[src/design/ncps_pkg.sv]
// Purpose: Shared constants for the cached page-program sequencer pair
// Assumes: One 200 MHz clock shared by both ends
// Notes:   Command codes, status bit positions and timing counts
package ncps_pkg;
  // Command codes on the byte port
  localparam logic [7:0] CMD_DATA_IN    = 8'h80; // First plane data input
  localparam logic [7:0] CMD_DATA_IN2   = 8'h81; // Second plane data input
  localparam logic [7:0] CMD_PLANE_SW   = 8'h11; // Plane switch
  localparam logic [7:0] CMD_CACHE_CONF = 8'h15; // Cache program confirm
  localparam logic [7:0] CMD_FINAL_CONF = 8'h10; // Final program confirm
  localparam logic [7:0] CMD_STATUS     = 8'h70; // Plain status read
  localparam logic [7:0] CMD_MSTATUS    = 8'h71; // Multi-district status
  localparam logic [7:0] CMD_RESET      = 8'hFF; // Reset
  // Status byte bit positions (bit one is index 0)
  localparam int ST_CUR    = 0;  // Current page result
  localparam int ST_PREV   = 1;  // Previous page result
  localparam int ST_D0_P   = 1;  // District 0 primary result
  localparam int ST_D1_P   = 2;  // District 1 primary result
  localparam int ST_D0_S   = 3;  // District 0 secondary result
  localparam int ST_D1_S   = 4;  // District 1 secondary result
  localparam int ST_PB_RDY = 5;  // Page buffer ready
  localparam int ST_DC_RDY = 6;  // Data cache ready
  localparam int ST_WP_N   = 7;  // Not write protected
  // Geometry
  localparam int ADDR_CYCLES      = 5;    // Address bytes per plane
  localparam int PAGE_BITS        = 6;    // In-block page bits
  localparam int BLOCKS_PER_DIST  = 2048; // Blocks in each district
  localparam int PAGES_PER_BLOCK  = 64;   // Pages per block
  localparam int DATA_BYTES       = 8;    // Data bytes per plane (model)
  // Timing, in ns, then in cycles of the 5 ns clock
  localparam int CLK_NS           = 5;
  localparam int XFER_NS          = 100;  // Cache transfer busy time
  localparam int PULSE_NS         = 200;  // One program pulse
  localparam int VERIFY_NS        = 50;   // One verify read
  localparam logic [7:0] XFER_CYC =
    8'((XFER_NS + CLK_NS - 1) / CLK_NS);
  localparam logic [7:0] PULSE_CYC =
    8'((PULSE_NS + CLK_NS - 1) / CLK_NS);
  localparam logic [7:0] VERIFY_CYC =
    8'((VERIFY_NS + CLK_NS - 1) / CLK_NS);
  localparam logic [3:0] MAX_LOOPS = 4'h4; // Program/verify loop limit
  // Host register offsets
  localparam logic [3:0] REG_CTRL   = 4'h0; // Write: start op
  localparam logic [3:0] REG_STATUS = 4'h1; // Read: host state
  localparam logic [3:0] REG_RESULT = 4'h2; // Read: last status byte
  localparam logic [3:0] REG_IRQ    = 4'h3; // Sticky events, W1C
  localparam logic [3:0] REG_MASK   = 4'h4; // Interrupt mask
  localparam logic [3:0] REG_PAGES  = 4'h5; // Pages per run
  localparam logic [3:0] REG_BLOCK  = 4'h6; // Block pair base
  localparam logic [31:0] RST_ZERO  = 32'h0;
endpackage : ncps_pkg

[src/design/ncps_if.sv]
// Purpose: Byte port between flash controller and flash sequencer
// Assumes: Same clock both ends; write strobe is a one-cycle pulse
// Notes:   io bus split into out/enable per end
`timescale 1ns/100ps
interface ncps_if;
  logic       cle;       // Command latch
  logic       ale;       // Address latch
  logic       we_p;      // Write strobe, one cycle
  logic       re_p;      // Read strobe, one cycle
  logic [7:0] h_io;      // Host driven byte
  logic       h_io_oe;   // Host drives byte
  logic [7:0] d_io;      // Device driven byte
  logic       d_io_oe;   // Device drives byte
  logic       wp_n;      // Write protect, low protects
  logic       ready_busy_pin; // High when ready
  modport host (output cle, ale, we_p, re_p, h_io, h_io_oe, wp_n,
                input d_io, d_io_oe, ready_busy_pin);
  modport dev  (input cle, ale, we_p, re_p, h_io, h_io_oe, wp_n,
                output d_io, d_io_oe, ready_busy_pin);
endinterface : ncps_if

[src/design/ncps_host.sv]
// Purpose: Controller end: runs cached two-district program runs
// Assumes: Register port of one-cycle strobes, start held two cycles; read data next cycle
// Notes:   Data bytes are a counting pattern
`timescale 1ns/100ps
module ncps_host (
  input  wire logic        ref_clk,
  input  wire logic        rst_n,
  ncps_if.host             port,
  input  wire logic [3:0]  reg_addr,   // Register index
  input  wire logic [31:0] reg_wdata,  // Write data
  input  wire logic        reg_wr,     // Write strobe
  input  wire logic        reg_rd,     // Read strobe
  output logic      [31:0] reg_rdata,  // Read data, next cycle
  output logic             irq         // Level interrupt
);
  typedef enum logic [3:0] {
    HS_IDLE, HS_C1, HS_A1, HS_D1, HS_SW, HS_C2, HS_A2, HS_D2,
    HS_CONF, HS_WAIT, HS_STCMD, HS_STRD, HS_STCAP
  } ncps_hst_e;

  ncps_hst_e   st_ff;        // Sequence state
  logic [2:0]  cnt_ff;       // Byte counter
  logic [6:0]  page_ff;      // Page in block
  logic [6:0]  npages_ff;    // Pages per run
  logic [11:0] block_ff;     // Even block of the pair
  logic [7:0]  result_ff;    // Last status byte
  logic [1:0]  irq_ff;       // Sticky: done, fail
  logic [1:0]  mask_ff;      // Interrupt mask
  logic        ph_ff;        // Cycle phase: strobe every other
  logic [7:0]  io_ff;        // Byte driven
  logic        cle_ff, ale_ff, we_ff, re_ff, oe_ff;
  logic [31:0] rdata_ff;

  wire last_pg = (page_ff == npages_ff - 7'h1);
  wire [7:0] conf = last_pg ? ncps_pkg::CMD_FINAL_CONF
                            : ncps_pkg::CMD_CACHE_CONF;
  // Address byte n: 0,1 column, 2 page+two block lsbs, 3,4 block high
  function automatic logic [7:0] abyte(input logic [2:0] n,
                                       input logic d);
    logic [11:0] b;
    b = block_ff | {11'h0, d};   // see RULE16
    case (n)
      3'h2:    abyte = {b[1:0], page_ff[5:0]};
      3'h3:    abyte = b[9:2];
      3'h4:    abyte = {6'h0, b[11:10]};
      default: abyte = 8'h00;
    endcase
  endfunction : abyte

  // Sequence engine, strobes on alternate cycles
  always_ff @(posedge ref_clk or negedge rst_n)
  begin
    if (!rst_n)
    begin
      st_ff     <= HS_IDLE;
      cnt_ff    <= 3'h0;
      page_ff   <= 7'h0;
      ph_ff     <= 1'b0;
      io_ff     <= 8'h00;
      oe_ff     <= 1'b0;
      cle_ff    <= 1'b0;
      ale_ff    <= 1'b0;
      we_ff     <= 1'b0;
      re_ff     <= 1'b0;
      result_ff <= 8'h00;
    end
    else
    begin
      we_ff <= 1'b0;
      re_ff <= 1'b0;
      ph_ff <= ~ph_ff;
      if (ph_ff)
      begin
        case (st_ff)
          HS_IDLE:
            if (reg_wr && reg_addr == ncps_pkg::REG_CTRL && reg_wdata[0])
            begin
              st_ff   <= HS_C1;   // New block pair restarts, see RULE5
              page_ff <= 7'h0;
            end
          HS_C1:
            if (port.ready_busy_pin)   // see RULE19
            begin
              {cle_ff, ale_ff, we_ff, oe_ff} <= 4'b1011;
              io_ff  <= ncps_pkg::CMD_DATA_IN;  // see RULE17
              cnt_ff <= 3'h0;
              st_ff  <= HS_A1;
            end
          HS_A1, HS_A2:
          begin
            {cle_ff, ale_ff, we_ff} <= 3'b011;
            io_ff  <= abyte(cnt_ff, st_ff == HS_A2);
            cnt_ff <= cnt_ff + 3'h1;
            if (cnt_ff == 3'(ncps_pkg::ADDR_CYCLES - 1))
            begin
              cnt_ff <= 3'h0;
              st_ff  <= (st_ff == HS_A1) ? HS_D1 : HS_D2;
            end
          end
          HS_D1, HS_D2:
          begin
            {cle_ff, ale_ff, we_ff} <= 3'b001;
            io_ff  <= {page_ff[4:0], cnt_ff};
            cnt_ff <= cnt_ff + 3'h1;
            if (cnt_ff == 3'(ncps_pkg::DATA_BYTES - 1))
              st_ff <= (st_ff == HS_D1) ? HS_SW : HS_CONF;
          end
          HS_SW:
          begin
            {cle_ff, ale_ff, we_ff} <= 3'b101;
            io_ff <= ncps_pkg::CMD_PLANE_SW;
            st_ff <= HS_C2;
          end
          HS_C2:
          begin
            {cle_ff, ale_ff, we_ff} <= 3'b101;
            io_ff  <= ncps_pkg::CMD_DATA_IN2;   // see RULE11
            cnt_ff <= 3'h0;
            st_ff  <= HS_A2;
          end
          HS_CONF:
          begin
            {cle_ff, ale_ff, we_ff} <= 3'b101;
            io_ff <= conf;                       // see RULE4
            st_ff <= HS_WAIT;
          end
          HS_WAIT:   // Let busy appear, wait for the ready pin, then read 71h once, see RULE12
            st_ff <= HS_STCMD;
          HS_STCMD:
            if (port.ready_busy_pin)
            begin
              {cle_ff, ale_ff, we_ff} <= 3'b101;
              io_ff <= ncps_pkg::CMD_MSTATUS;    // see RULE18
              st_ff <= HS_STRD;
            end
          HS_STRD:
          begin
            {cle_ff, ale_ff, oe_ff, re_ff} <= 4'b0001;
            st_ff <= HS_STCAP;
          end
          HS_STCAP:
          begin
            result_ff <= port.d_io;
            if (last_pg)
              st_ff <= HS_IDLE;
            else
            begin
              page_ff <= page_ff + 7'h1;
              st_ff   <= HS_C1;
            end
          end
          default:
            st_ff <= HS_IDLE;
        endcase
      end
    end
  end

  // Run settings
  always_ff @(posedge ref_clk or negedge rst_n)
  begin
    if (!rst_n)
    begin
      npages_ff <= 7'(ncps_pkg::PAGES_PER_BLOCK);
      block_ff  <= 12'h000;
      mask_ff   <= 2'h0;
    end
    else if (reg_wr && st_ff == HS_IDLE)
    begin
      if (reg_addr == ncps_pkg::REG_PAGES)
        npages_ff <= reg_wdata[6:0];
      if (reg_addr == ncps_pkg::REG_BLOCK)
        block_ff <= {reg_wdata[11:1], 1'b0};
      if (reg_addr == ncps_pkg::REG_MASK)
        mask_ff <= reg_wdata[1:0];
    end
    else if (reg_wr && reg_addr == ncps_pkg::REG_MASK)
      mask_ff <= reg_wdata[1:0];
  end

  // Sticky events; a set beats a clear in the same cycle
  wire run_end = ph_ff && st_ff == HS_STCAP && last_pg;
  wire [1:0] ev = {run_end & port.d_io[0], run_end};
  always_ff @(posedge ref_clk or negedge rst_n)
  begin
    if (!rst_n)
      irq_ff <= 2'h0;
    else
    begin
      if (reg_wr && reg_addr == ncps_pkg::REG_IRQ)
        irq_ff <= (irq_ff & ~reg_wdata[1:0]) | ev;
      else
        irq_ff <= irq_ff | ev;
    end
  end
  assign irq = |(irq_ff & mask_ff);

  // Register reads, data one cycle later
  always_ff @(posedge ref_clk or negedge rst_n)
  begin
    if (!rst_n)
      rdata_ff <= ncps_pkg::RST_ZERO;
    else if (reg_rd)
    begin
      case (reg_addr)
        ncps_pkg::REG_STATUS: rdata_ff <= {16'h0, 1'b0, page_ff,
                                           7'h0, st_ff != HS_IDLE};
        ncps_pkg::REG_RESULT: rdata_ff <= {24'h0, result_ff};
        ncps_pkg::REG_IRQ:    rdata_ff <= {30'h0, irq_ff};
        ncps_pkg::REG_MASK:   rdata_ff <= {30'h0, mask_ff};
        ncps_pkg::REG_PAGES:  rdata_ff <= {25'h0, npages_ff};
        ncps_pkg::REG_BLOCK:  rdata_ff <= {20'h0, block_ff};
        default:              rdata_ff <= ncps_pkg::RST_ZERO;
      endcase
    end
    else
      rdata_ff <= ncps_pkg::RST_ZERO;
  end
  assign reg_rdata = rdata_ff;

  assign port.cle     = cle_ff;
  assign port.ale     = ale_ff;
  assign port.we_p    = we_ff;
  assign port.re_p    = re_ff;
  assign port.h_io    = io_ff;
  assign port.h_io_oe = oe_ff;
  assign port.wp_n    = 1'b1;
endmodule : ncps_host

[src/flat_wrapper.sv]
// flat-port wrapper written by rule: the top's interface ports become plain ports
module ncps_host_flat 
  (ref_clk, rst_n, reg_addr, reg_wdata, reg_wr, reg_rd, reg_rdata, irq, port_cle, port_ale, port_we_p, port_re_p, port_h_io, port_h_io_oe, port_wp_n, port_d_io, port_d_io_oe, port_ready_busy_pin);
  ncps_if port_i ();
  input  wire logic ref_clk;
  input  wire logic rst_n;
  input  wire logic [3:0] reg_addr;
  input  wire logic [31:0] reg_wdata;
  input  wire logic reg_wr;
  input  wire logic reg_rd;
  output logic      [31:0] reg_rdata;
  output logic irq;
  output wire logic [$bits(port_i.cle)-1:0] port_cle;
  output wire logic [$bits(port_i.ale)-1:0] port_ale;
  output wire logic [$bits(port_i.we_p)-1:0] port_we_p;
  output wire logic [$bits(port_i.re_p)-1:0] port_re_p;
  output wire logic [$bits(port_i.h_io)-1:0] port_h_io;
  output wire logic [$bits(port_i.h_io_oe)-1:0] port_h_io_oe;
  output wire logic [$bits(port_i.wp_n)-1:0] port_wp_n;
  input wire logic [$bits(port_i.d_io)-1:0] port_d_io;
  input wire logic [$bits(port_i.d_io_oe)-1:0] port_d_io_oe;
  input wire logic [$bits(port_i.ready_busy_pin)-1:0] port_ready_busy_pin;
  assign port_cle = port_i.cle;
  assign port_ale = port_i.ale;
  assign port_we_p = port_i.we_p;
  assign port_re_p = port_i.re_p;
  assign port_h_io = port_i.h_io;
  assign port_h_io_oe = port_i.h_io_oe;
  assign port_wp_n = port_i.wp_n;
  assign port_i.d_io = port_d_io;
  assign port_i.d_io_oe = port_d_io_oe;
  assign port_i.ready_busy_pin = port_ready_busy_pin;
  ncps_host u_core (.ref_clk(ref_clk), .rst_n(rst_n), .port(port_i), .reg_addr(reg_addr), .reg_wdata(reg_wdata), .reg_wr(reg_wr), .reg_rd(reg_rd), .reg_rdata(reg_rdata), .irq(irq));
endmodule
[config.mk]
export PLATFORM = sky130hd
export DESIGN_NAME = ncps_host_flat
export DESIGN_NICKNAME = d
export VERILOG_FILES = /design/src/design/ncps_pkg.sv /design/src/design/ncps_if.sv /design/src/design/ncps_host.sv /design/src/flat_wrapper.sv
export SDC_FILE = /design/constraint.sdc
export NUM_CORES = 1
export LEC_CHECK = 0
export ABC_AREA = 1
export BUFFER_PORTS_ARGS = -buffer_cell sky130_fd_sc_hd__buf_2
export CAP_MARGIN = 30
export CORE_MARGIN = 2
export CORE_UTILIZATION = 25
export CTS_CLUSTER_SIZE = 10
export DETAILED_ROUTE_END_ITERATION = 7
export PLACE_DENSITY = 0.43
export REMOVE_ABC_BUFFERS = 1
export SLEW_MARGIN = 20
export SYNTH_ARGS = -nofsm -noshare
export SYNTH_HDL_FRONTEND = slang
export SYNTH_SLANG_ARGS = --single-unit
[constraint.sdc]
create_clock -name ref_clk -period 1.7 [get_ports ref_clk]
set_clock_uncertainty 0.2 [all_clocks]
set_input_delay 0.085 -clock ref_clk [delete_from_list [all_inputs] [get_ports ref_clk]]
set_output_delay 0.085 -clock ref_clk [all_outputs]
set_load 0.005 [all_outputs]
==> metrics.cfg <==
[status]
outcome=finished with violations
violations=negative setup slack

[sta]
fmax_mhz=532
rsz0062_at_grt=true
worst_slack_ns=-0.181
fin_crit_ns=1.88
setup_viol=29
hold_viol=0
min_period_over_period=1.11
slew_violations=0

[final_layout]
synthToLayoutAreaGrowth_pct=53.7
nNetsFinal=754
fin_cells=918
drive_gt1_frac=0.399
antennaDiodeCount=0

[clocking]
cts.sinks=73
cts_tree=yes
clk_pin_slew_ns=0.06
cts_buffer_depth=2
numCtsBuffers=9
clk_latency_ns=0.34
htree_num_levels=3
cts_root_buffer=clkbuf_16

[synth]
yosysTopAreaCell=dfrtp_1
async_flop_share=1.00
yosys_register_bits=73
yosysMostFrequentCell=nand2_1
yosysSeqAreaShare=0.449
avgSynthCellArea_um2=7.85
syn-instance-count=518
ys.flop_type=dfrtp_1
syn_area_mm2=0.00407
synth.top_cell.area_share=0.443
yosys_warnings=0
netlist_top_cells_area=dfrtp_1 44%, nand2_1 14%, inv_1 5.5%
synthTopCellsByCount=156 x nand2_1, 72 x dfrtp_1, 60 x inv_1
synth_cell_types=38
synth-edff-count=0

[critical_path]
cpPeakStageDelay_ns=0.40
cpMostUsedCell=nand2_1
ff2ff_setup_slack_ns=-0.18
path_class=reg2reg
crit_path_start_kind=register
crit_required_ns=1.78
cp_cell_sequence=inv_2 -> ha_4 -> inv_2 -> nand2_1 -> nand2_1 -> nand2_1 -> nor2_2 -> nand3_4 -> nor2_4 -> nand2_4 -> nand3_4 -> nand2_1 -> nand2_1
critPathMaxFanout=8
cp_slowest_cell=dfrtp_1
cp-end-kind=register
arrival_ns=1.96

[route]
vias_per_cell=4.30
drc=0
ant_nets=0
dr.first_iter.drc_count=180
routedWlPerCell_um=13.6
via_count=3944
finalWirelength_mm=12.5
dr.pass1.iters=5

[global_routing]
grt_usage=0.145
grt_pass1_wl_mm=20.1
antenna_found_initial=0
grt_start_max_net_pins=32
grt.overflow.total=0
grt_pass1_vias=3940

[place]
numPortBuffers=57
hpwlAfterDp_mm=9.27
place_congestion=0.839
dp.cells=855

[power_and_ir_drop]
vdd_drop_max_uv=545
finalPower_mw=8.33
power_density_mw_per_mm2=1330
p_leak_nw=3.14

[floorplan]
die-width_um=132
row_count=46
core_area_mm2=0.0159
dieArea_mm2=0.0173
die_h_um=132
ios=97
start_util=0.256

[min_path]
hold_path.class=in2async

[run]
drv_cap=0

==> power by group <==
group / total, mW / switching (mW) / leakage [nW] / internal, mW
Combinational: 3.92 / 2.04 / 2.10 / 1.88
Sequential: 2.44 / 0.297 / 0.886 / 2.14
Clock: 1.97 / 0.786 / 0.153 / 1.18
Total: 8.33 / 3.12 / 3.14 / 5.21
==> registers in the layout, summed over array words and instances, names as in the netlist, 2 cells and up <==
register	flops
u_core.port.h_io	8
u_core.st_ff	4
u_core.irq_ff	2
u_core.block_ff	11
u_core.cnt_ff	3
u_core.reg_rdata	15
u_core.mask_ff	2
u_core.page_ff	7
u_core.result_ff	8
u_core.npages_ff	7
==> critical path: cells and delay by family, from the launching register on <==
family	cells	cell delay [ns]
flops	1	0.40
fa+ha+maj	1	0.20
buf+inv	2	0.12
simple gates	10	0.89
==> cell type report <==
class | instances | area, µm²
inverters | 70 | 278
fillers | 1643 | 9630
multi-input cells | 368 | 2210
clock inverters | 6 | 66.3
clock buffers | 10 | 239
repair inverters | 1 | 7.51
flip-flops and latches | 73 | 1830
repair buffers | 174 | 1350
well taps | 216 | 270
==> cell families after synthesis <==
family	count (synthesis)	share of synthesized area
flip-flops	73	0.449
other	2	0.00185
buffers and inverters	93	0.107
AO/OA/AOI/OAI	82	0.126
AND/OR/NAND/NOR	255	0.280
XOR/XNOR	4	0.00861
multiplexers	2	0.00554
adder cells (fa/ha/maj)	7	0.0215
==> routing by layer <==
metal,global-route usage,wire [µm],part of all wire
met5,0,0,0
met1,0.189,5940,0.48
met2,0.239,5950,0.48
met4,0.0568,191,0.015
met3,0.0278,399,0.032
==> placed cells by master (no fill, tap or decap), drive strengths merged <==
cell / Yosys / layout
nand2: 163 / 163
buf: 22 / 147
dfrtp: 72 / 72
inv: 69 / 70
nor2: 54 / 54
o21ai: 47 / 47
dlygate4sd3: 0 / 26
nand3: 22 / 22
conb: 2 / 18
a21oi: 13 / 13
clkbuf: 1 / 10
o22ai: 9 / 9
nand4: 8 / 8
o221ai: 7 / 7
ha: 7 / 7
nor3: 6 / 6
clkinv: 1 / 5
xor2: 3 / 3
o2111ai: 3 / 3
nor3b: 2 / 2
mux2: 2 / 2
xnor2: 1 / 1
a211oi: 1 / 1
a22oi: 1 / 1
o21ba: 1 / 1
bufinv: 0 / 1
bufbuf: 0 / 1
clkinvlp: 0 / 1
dfstp: 1 / 1
==> metrics by stage <==
step	util	cell area (µm²)	setup WS, ns	hold WS, ns	TNS, ns
floorplan	-	3960	-0.227	-0.411	-1.38
global placement	0.319	5070	-0.216	-0.147	-3.29
detailed placement	0.319	5070	-0.277	-0.142	-4.22
CTS	0.370	5880	-0.205	0.0261	-2.54
global route	0.394	6250	-0.332	0.0800	-6.21
finish	0.394	6250	-0.181	0.0170	-2.51
==> worst paths after layout <==
kind / start / to / cells past startpoint
hold reg to reg: u_core.port.h_io[3]$_DFFE_PN0P_ / u_core.port.h_io[3]$_DFFE_PN0P_ / 2
setup / recovery: u_core.npages_ff[1]$_DFFE_PN0P_ / u_core.page_ff[0]$_DFFE_PN0P_ / 13
max in group asynchronous: rst_n / u_core.cnt_ff[1]$_DFFE_PN0P_ / 3
setup reg to reg: u_core.npages_ff[1]$_DFFE_PN0P_ / u_core.page_ff[0]$_DFFE_PN0P_ / 13
hold / removal: rst_n / u_core.mask_ff[1]$_DFFE_PN0P_ / 2
min in group ref_clk: reg_addr[2] / u_core.reg_rdata[9]$_DFF_PN0_ / 5
==> repair_timing <==
item                                   in CTS  in global routing
endpoints found under the hold margin     109                  0
hold buffers                               26                  0
setup endpoints to repair                  36                 45
cloned                                      2                  1
setup buffers                               8                 10
resized for setup                          47                 90
pin swaps                                  13                 22
No activity file was read; power rests on OpenSTA's default activity.
